## src/rtl/sdfp_pkg.sv

```systemverilog
// package with constants for the switch drive fault protection block
package sdfp_pkg;
   // sense levels in millivolts
   localparam logic [11:0] SDFP_OCP_MV = 12'd1150;
   localparam int SDFP_MV_W = 12;
   // base drive current limits in milliamps
   localparam logic [4:0] SDFP_IB_MIN_MA = 5'd10;
   localparam logic [4:0] SDFP_IB_MAX_MA = 5'd31;
   // cable compensation, millivolts at nominal output millivolts
   localparam logic [15:0] SDFP_CABLE_MV = 16'd300;
   localparam logic [15:0] SDFP_VNOM_MV = 16'd5000;
   localparam int SDFP_OCP_LIMIT = 4;
   localparam int SDFP_SOFT_CYC = 8;
   typedef enum logic [3:0] {
      SDFP_OFF = 4'b0001,
      SDFP_SOFT = 4'b0010,
      SDFP_RUN = 4'b0100,
      SDFP_FAULT = 4'b1000
   } sdfp_state_t;
endpackage

```

## src/rtl/sdfp_base_drive.sv

```systemverilog
// base drive current selection from peak sense level
`timescale 1ns/1ns
module sdfp_base_drive
   import sdfp_pkg::*;
#(
   parameter int STEPS = 8,
   parameter logic [4:0] TABLE [STEPS] = '{5'd10, 5'd13, 5'd16, 5'd19, 5'd22, 5'd25, 5'd28, 5'd31}
) (
   input wire logic core_clk,
   input wire logic rst_b,
   input wire logic cycle_start,
   input wire logic [SDFP_MV_W-1:0] peak_sense_level,
   output logic [4:0] base_drive_ma
);
   logic [4:0] next_pick;
   logic [4:0] raw;
   int idx;
   // index spans 0..OVERCURRENT_EVENT level across steps; monotonic if the table is
   always_comb begin
      idx = (int'(peak_sense_level) * STEPS) / (int'(SDFP_OCP_MV) + 1);
      if (idx > STEPS - 1) begin
         idx = STEPS - 1;
      end
      raw = TABLE[idx];
      // clamp to documented range
      if (raw < SDFP_IB_MIN_MA) begin
         next_pick = SDFP_IB_MIN_MA;
      end else if (raw > SDFP_IB_MAX_MA) begin
         next_pick = SDFP_IB_MAX_MA;
      end else begin
         next_pick = raw;
      end
   end
   // update once a cycle so drive does not change mid-pulse
   always_ff @(posedge core_clk or negedge rst_b) begin
      if (!rst_b) begin
         base_drive_ma <= SDFP_IB_MIN_MA;
      end else if (cycle_start) begin
         base_drive_ma <= next_pick;
      end
   end
   property p_drive_range;
      @(posedge core_clk) disable iff (!rst_b)
         base_drive_ma >= SDFP_IB_MIN_MA && base_drive_ma <= SDFP_IB_MAX_MA;
   endproperty
   a_drive_range: assert property (p_drive_range) else $error("base drive out of range");
   property p_drive_mono;
      @(posedge core_clk) disable iff (!rst_b)
         cycle_start && peak_sense_level == '1 ##1 1 |-> base_drive_ma == SDFP_IB_MAX_MA;
   endproperty
   a_drive_mono: assert property (p_drive_mono) else $error("top level not max drive");
endmodule

```

## src/rtl/sdfp_cable_comp.sv

```systemverilog
// cable drop compensation offset on the feedback value
`timescale 1ns/1ns
module sdfp_cable_comp
   import sdfp_pkg::*;
#(
   parameter logic [15:0] VOUT_MV = 16'd5000,
   parameter logic [11:0] FULL_LOAD = 12'hFFF
) (
   input wire logic core_clk,
   input wire logic rst_b,
   input wire logic [11:0] load_estimate,
   input wire logic [15:0] feedback_in,
   output logic [15:0] feedback_comp
);
   logic [31:0] full_off;
   logic [43:0] prod;
   logic [15:0] next_off;
   // full-load offset scaled from the 5V reference
   assign full_off = (32'(SDFP_CABLE_MV) * 32'(VOUT_MV)) / 32'(SDFP_VNOM_MV);
   always_comb begin
      prod = 44'(full_off) * 44'(load_estimate > FULL_LOAD ? FULL_LOAD : load_estimate);
      next_off = 16'(prod / 44'(FULL_LOAD));
   end
   always_ff @(posedge core_clk or negedge rst_b) begin
      if (!rst_b) begin
         feedback_comp <= 16'h0000;
      end else begin
         feedback_comp <= feedback_in + next_off;
      end
   end
   property p_full_load;
      @(posedge core_clk) disable iff (!rst_b)
         load_estimate >= FULL_LOAD |=> feedback_comp == $past(feedback_in) + 16'(full_off);
   endproperty
   a_full_load: assert property (p_full_load) else $error("full load offset wrong");
   property p_no_load;
      @(posedge core_clk) disable iff (!rst_b) load_estimate == 12'h000 |=> feedback_comp == $past(feedback_in);
   endproperty
   a_no_load: assert property (p_no_load) else $error("no load offset nonzero");
endmodule

```

## src/rtl/sdfp_top.sv

```systemverilog
// switching pulse gating with over-current and sense-short protection
`timescale 1ns/1ns
module sdfp_top
   import sdfp_pkg::*;
#(
   parameter int OCP_LIMIT = SDFP_OCP_LIMIT,
   parameter int SOFT_CYCLES = SDFP_SOFT_CYC,
   parameter logic [15:0] VOUT_MV = 16'd5000
) (
   input wire logic core_clk,
   input wire logic rst_b,
   input wire logic uvlo,
   input wire logic cycle_start,
   input wire logic pulse_req,
   input wire logic [SDFP_MV_W-1:0] current_sense_input,
   input wire logic sense_short,
   input wire logic [11:0] load_estimate,
   input wire logic [15:0] feedback_in,
   output logic drive_on,
   output logic overcurrent_event,
   output logic shutdown,
   output logic running,
   output logic [SDFP_MV_W-1:0] peak_sense_level,
   output logic [4:0] base_drive_ma,
   output logic [15:0] feedback_comp
);
   sdfp_state_t state;
   logic oc_hit;
   logic gate_req;
   logic cut;
   logic [7:0] oc_count;
   logic [7:0] soft_count;
   logic oc_seen;
   // comparator on sampled sense voltage
   assign oc_hit = current_sense_input > SDFP_OCP_MV;
   // state machine; undervoltage lockout acts as logic reset
   always_ff @(posedge core_clk or negedge rst_b) begin
      if (!rst_b) begin
         state <= SDFP_OFF;
      end else if (uvlo) begin
         state <= SDFP_OFF;
      end else begin
         unique case (state)
            SDFP_OFF: begin
               state <= SDFP_SOFT;
            end
            SDFP_SOFT: begin
               // a short still present blocks full start-up
               if (soft_count >= 8'(SOFT_CYCLES) && !sense_short) begin
                  state <= SDFP_RUN;
               end
            end
            SDFP_RUN: begin
               if (sense_short) begin
                  state <= SDFP_FAULT;
               end else if (cycle_start && oc_seen && oc_count >= 8'(OCP_LIMIT)) begin
                  state <= SDFP_FAULT;
               end
            end
            SDFP_FAULT: begin
               state <= SDFP_FAULT; // stays biased until uvlo
            end
            default: begin
               state <= SDFP_OFF;
            end
         endcase
      end
   end
   // soft-start cycle counter
   always_ff @(posedge core_clk or negedge rst_b) begin
      if (!rst_b) begin
         soft_count <= 8'h00;
      end else if (state != SDFP_SOFT) begin
         soft_count <= 8'h00;
      end else if (cycle_start && soft_count != 8'hFF) begin
         soft_count <= soft_count + 8'h01;
      end
   end
   // consecutive over-current counting; clean cycle clears
   always_ff @(posedge core_clk or negedge rst_b) begin
      if (!rst_b) begin
         oc_count <= 8'h00;
         oc_seen <= 1'b0;
      end else if (state != SDFP_RUN && state != SDFP_SOFT) begin
         oc_count <= 8'h00;
         oc_seen <= 1'b0;
      end else if (cycle_start) begin
         oc_count <= oc_seen ? oc_count + 8'h01 : 8'h00;
         oc_seen <= oc_hit && gate_req;
      end else if (oc_hit && gate_req) begin
         oc_seen <= 1'b1;
      end
   end
   // cut latch ends pulse for rest of cycle; a crossing wins over the cycle start
   always_ff @(posedge core_clk or negedge rst_b) begin
      if (!rst_b) begin
         cut <= 1'b0;
      end else if (oc_hit && gate_req) begin
         cut <= 1'b1;
      end else if (cycle_start) begin
         cut <= 1'b0;
      end
   end
   // request before the comparator; drive_on itself drops as soon as the sense crosses
   assign gate_req = pulse_req && (!cut || cycle_start) && !uvlo && !sense_short
      && (state == SDFP_SOFT || state == SDFP_RUN);
   // drive gating: off on cut, short, fault or undervoltage
   assign drive_on = gate_req && !oc_hit;
   assign overcurrent_event = oc_hit && (state == SDFP_SOFT || state == SDFP_RUN);
   assign shutdown = state == SDFP_FAULT;
   assign running = state == SDFP_RUN;
   // peak sense capture over each cycle
   always_ff @(posedge core_clk or negedge rst_b) begin
      if (!rst_b) begin
         peak_sense_level <= '0;
      end else if (cycle_start) begin
         peak_sense_level <= '0;
      end else if (drive_on && current_sense_input > peak_sense_level) begin
         peak_sense_level <= current_sense_input;
      end
   end
   // drive level chosen from last cycle's peak
   sdfp_base_drive u_drive (
      .core_clk(core_clk),
      .rst_b(rst_b),
      .cycle_start(cycle_start),
      .peak_sense_level(peak_sense_level),
      .base_drive_ma(base_drive_ma)
   );
   sdfp_cable_comp #(.VOUT_MV(VOUT_MV)) u_comp (
      .core_clk(core_clk),
      .rst_b(rst_b),
      .load_estimate(load_estimate),
      .feedback_in(feedback_in),
      .feedback_comp(feedback_comp)
   );
   property p_oc_cuts;
      @(posedge core_clk) disable iff (!rst_b)
         oc_hit && gate_req ##1 !cycle_start |-> !drive_on;
   endproperty
   a_oc_cuts: assert property (p_oc_cuts) else $error("drive not cut after over-current");
   property p_oc_now;
      @(posedge core_clk) disable iff (!rst_b) oc_hit |-> !drive_on;
   endproperty
   a_oc_now: assert property (p_oc_now) else $error("drive on above threshold");
   property p_fresh;
      @(posedge core_clk) disable iff (!rst_b)
         cycle_start && pulse_req && !oc_hit && !uvlo && !sense_short && state == SDFP_RUN |-> drive_on;
   endproperty
   a_fresh: assert property (p_fresh) else $error("no fresh pulse");
   property p_uvlo;
      @(posedge core_clk) disable iff (!rst_b) uvlo |-> !drive_on ##1 state == SDFP_OFF;
   endproperty
   a_uvlo: assert property (p_uvlo) else $error("switching under uvlo");
   property p_short;
      @(posedge core_clk) disable iff (!rst_b) state == SDFP_RUN && sense_short && !uvlo |=> shutdown;
   endproperty
   a_short: assert property (p_short) else $error("short did not shut down");
   property p_fault_quiet;
      @(posedge core_clk) disable iff (!rst_b) shutdown |-> !drive_on;
   endproperty
   a_fault_quiet: assert property (p_fault_quiet) else $error("switching in fault");
   property p_count;
      @(posedge core_clk) disable iff (!rst_b)
         state == SDFP_RUN && cycle_start && oc_seen && oc_count >= 8'(OCP_LIMIT) && !uvlo |=> shutdown;
   endproperty
   a_count: assert property (p_count) else $error("ocp count did not shut down");
   property p_no_run_short;
      @(posedge core_clk) disable iff (!rst_b) state == SDFP_SOFT && sense_short |=> !running;
   endproperty
   a_no_run_short: assert property (p_no_run_short) else $error("started with short");
   // held cut keeps the switch off for the remainder of the cycle
   property p_cut_hold;
      @(posedge core_clk) disable iff (!rst_b) cut && !cycle_start |-> !drive_on;
   endproperty
   a_cut_hold: assert property (p_cut_hold) else $error("drive during cut");
   // a clean cycle forgets earlier over-current cycles
   property p_clean_clears;
      @(posedge core_clk) disable iff (!rst_b) cycle_start && !oc_seen && !uvlo && running |=> oc_count == 8'h00;
   endproperty
   a_clean_clears: assert property (p_clean_clears) else $error("clean cycle kept count");
   // no drive from the off state
   property p_off_quiet;
      @(posedge core_clk) disable iff (!rst_b) state == SDFP_OFF |-> !drive_on;
   endproperty
   a_off_quiet: assert property (p_off_quiet) else $error("switching while off");
   c_oc: cover property (@(posedge core_clk) disable iff (!rst_b) oc_hit && gate_req);
   c_short: cover property (@(posedge core_clk) disable iff (!rst_b) running && sense_short);
   c_fault: cover property (@(posedge core_clk) disable iff (!rst_b) shutdown ##1 uvlo);
   c_run: cover property (@(posedge core_clk) disable iff (!rst_b) running);
endmodule

```

## config.mk

```make
export PLATFORM = sky130hd
export DESIGN_NAME = sdfp_top
export DESIGN_NICKNAME = d
export VERILOG_FILES = /design/src/rtl/sdfp_pkg.sv /design/src/rtl/sdfp_base_drive.sv /design/src/rtl/sdfp_cable_comp.sv /design/src/rtl/sdfp_top.sv
export SDC_FILE = /design/constraint.sdc
export NUM_CORES = 1
export LEC_CHECK = 0
export ABC_AREA = 1
export BUFFER_PORTS_ARGS = -buffer_cell sky130_fd_sc_hd__buf_2
export CELL_PAD_IN_SITES_DETAIL_PLACEMENT = 0
export CELL_PAD_IN_SITES_GLOBAL_PLACEMENT = 1
export CORE_ASPECT_RATIO = 0.8
export CORE_MARGIN = 4
export CORE_UTILIZATION = 35
export DETAILED_ROUTE_END_ITERATION = 10
export PLACE_DENSITY_LB_ADDON = 0.12
export SYNTH_ARGS = -nofsm -noshare
export SYNTH_HDL_FRONTEND = slang
export SYNTH_SLANG_ARGS = --single-unit
```

## constraint.sdc

```tcl
create_clock -name core_clk -period 8.11 [get_ports core_clk]
set_input_delay 1.2165 -clock core_clk [delete_from_list [all_inputs] [get_ports core_clk]]
set_output_delay 1.2165 -clock core_clk [all_outputs]
set_load 0.005 [all_outputs]
```

==> summary.txt <==
Wire length per cell -> 13.26 microns
Die area -> 28,270 sq um
Total global-route track usage -> 20.22%
Most frequent cell after synthesis -> nand2_1
Area Growth Syn to Fin -> 58.65%
Drt drc -> 0
Syn Std Cell Area -> 8969 sq um
Nets -> 2,038
Status -> finished, violations left
Hold Worst Slack -> 0.4770 ns
CP Capture Type -> flop
Largest net degree at the start of global routing -> 56
Req. time, crit path -> 8.31 ns
Clock Path Buffers -> 2
Antenna violations before repair -> 0
Global-route wire length before repair -> 48,190 microns
Worst-Skew Late Latency -> 0.30 ns
Avg Vias per Cell -> 4.797
Reg clk slew, reported paths -> 0.08 ns
Final core utilization -> 56.36%
Post-synth top area cell -> nand2_1
Final instance area -> 14,230 sq um
Synth top area share -> 17.62%
Vias in the first global route -> 10,100
Prevailing post-synth register cell -> dfrtp_1
First-pass DRT Iterations -> 5
Rel. slew slack -> 52.57%
Asr flop ratio synth -> 100.0%
Slowest stage delay, CP -> 0.53 ns
PnR worst setup slack -> -3.037 ns
Slew Viols, Final -> 0
Core area -> 25,240 sq um
Syn Nets -> 1,606
Worst Setup Start Kind -> input pin
Fmax -> 0.08971 GHz
Sw Share -> 49.45%
H-tree level count -> 2
RePlAce Congestion -> 0.9287
Post-synthesis sequential element count -> 55
WL final -> 29,410 microns
Flop pwr share -> 5.1%
IR Drop Worst-Case VDD -> 0.0003353 V
Clock power share -> 3.2%
Tmin final -> 11.15 ns
CP Data Arrival Time -> 11.34 ns
Number of port buffers -> 82
Cell Int Power -> 3.466 mW
CTS tree -> done
Clk_skew -> 0.01347 ns
Layout cell share with drive strength beyond 1 -> 43.34%
Site Rows -> 52
Failing checks -> negative setup slack
Starting Density -> 35.53%
Synth warnings -> 0
Min-Delay Path Class -> reg -> reg
Max_cap viols -> 0
Placed cell areas -> 12,360 sq um
PwrDens -> 481.8 nW/um^2
DP Worst Slack -> -3.705 ns
Logic pwr share -> 91.7%
Cell variety after synth -> 59
Net Sw Power -> 3.390 mW
Tightest Pin Transition -> 0.7114 ns
DR iter-0 viols -> 646
Num CTS Buffers -> 5
Remaining global-route overflow -> 0
Mapped Cells -> 1,459
Clock sinks -> 55
DP HPWL -> 23,720 microns
RSZ-0062 raised after global routing -> yes
DRT antenna net count -> 0
EDFF count, synth -> 0
TNS Setup -> -41.75 ns
Die X -> 187.0 microns
P_leak -> 7.452 nW
Syn_area_per_cell -> 6.147 sq um
Slowest CP cell -> fa_1
Final-report hold violation count -> 0
Area contributors post-synth -> nand2_1 18%, dfrtp_1 15%, ha_1 12%, inv_1 9.6%, nand3_1 7.2%
IO Count -> 83
Die height -> 151.2 microns
Period utilisation layout -> 137.4%
Top cells by instance count after synthesis -> 421 x nand2_1, 230 x inv_1, 146 x nor2_1
Clock root buffer -> clkbuf_16
Crit Path Category -> in -> reg
Final setup viols -> 16
Worst-path maximum fanout -> 8
Post-synthesis sequential area ratio -> 15.39%
Vias -> 10,640
[per-stage QoR]
stage,power (mW),instances
CTS,6.211,2189
detailed placement,5.366,2131
finish,6.855,2217
floorplan,3.140,1459
global placement,5.377,2131
global route,7.474,2216
[worst max-delay path: cells and delay by family]
kind	cells	cell delay [ns]
fa+ha+maj	8	2.42
compound gates	7	0.85
buf+inv	17	1.74
xor+xnor	1	0.14
simple gates	51	4.92
[cell usage in the layout (no fill, tap or decap), types with 7 or more instances in the layout]
cell	n
buf_4	329
nand2_1	319
inv_1	204
nand2_2	110
nor2_1	102
nand3_1	92
buf_2	76
ha_1	62
dfrtp_1	52
o21ai_0	44
nor2_4	41
nand4_1	40
nand3_2	38
inv_2	33
nand2_4	30
a21oi_1	29
nor2_2	28
buf_6	28
xor2_1	24
ha_4	22
nand3_4	17
fa_1	14
a21oi_2	12
xnor2_1	12
o21ai_1	12
nor3_1	11
buf_12	9
nand3b_1	7
o21bai_1	7
[cell type report]
type,instances,area [sq um]
Fill cell,2480,11020
Antenna cell,1,2.502
Timing Repair Buffer,443,3373
Inverter,243,924.6
Sequential cell,55,1380
Clock inverter,2,16.27
Multi-Input combinational cell,1143,7998
Tap cell,324,405.4
Clock buffer,6,128.9
[state kept, by name (all words and copies together) (netlist names)]
register	flops
peak_sense_level	12
u_comp.feedback_comp	16
u_drive.base_drive_ma	5
soft_count	8
oc_seen	1
state	4
oc_count	8
cut	1
[repair_timing]
item	CTS	global route
resized for setup	141	149
hold buffers	0	0
setup buffers	45	30
endpoints found under the hold margin	0	0
cloned	7	0
setup endpoints to repair	16	17
pin swaps	67	158
[kinds of logic (layout without fill, tap and decap cells)]
group,count (synthesis),in the layout,share of synthesized area (%)
flops,55,55,15.39
xor+xnor,41,41,4.255
compound gates,142,142,9.054
simple gates,852,858,43.85
buf+inv,267,694,11.91
fa+ha+maj,101,101,15.43
mux,1,1,0.1116
other cells,0,1,0
[path summary, 6_finish.rpt]
| check | cells past startpoint | slack (ns) | start | endpoint |
|---|---|---|---|---|
| setup / recovery | 84 | -3.04 | load_estimate[6] | u_comp.feedback_comp[14] |
| hold / removal | 2 | 0.48 | u_drive.base_drive_ma[1] | u_drive.base_drive_ma[1] |
| setup reg to reg | 45 | 1.33 | peak_sense_level[1] | u_drive.base_drive_ma[2] |
| hold reg to reg | 2 | 0.48 | u_drive.base_drive_ma[1] | u_drive.base_drive_ma[1] |
| max in group asynchronous | 2 | 6.58 | rst_b | u_drive.base_drive_ma[4] |
| min in group asynchronous | 2 | 1.04 | rst_b | soft_count[3] |
[power by group through the flow]
stage	Combinational (mW)	Clock [mW]	Sequential [mW]
finish	6.29	0.222	0.347
floorplan	2.79	0	0.354
global placement	5.02	0	0.352
global route	6.88	0.238	0.352
detailed placement	5.01	0	0.353
CTS	5.63	0.231	0.348
[per-layer routing]
| metal | share of wire [%] | track usage (%) | vias to the layer above |
|---|---|---|---|
| li1 | - | - | 5561 |
| met1 | 51 | 30.01 | 4882 |
| met2 | 44 | 32.84 | 176 |
| met3 | 3.4 | 1.544 | 17 |
| met4 | 0.92 | 3.437 | 0 |
| met5 | 0 | 0 | - |
Note: power is estimated with default switching activity, not from simulation.
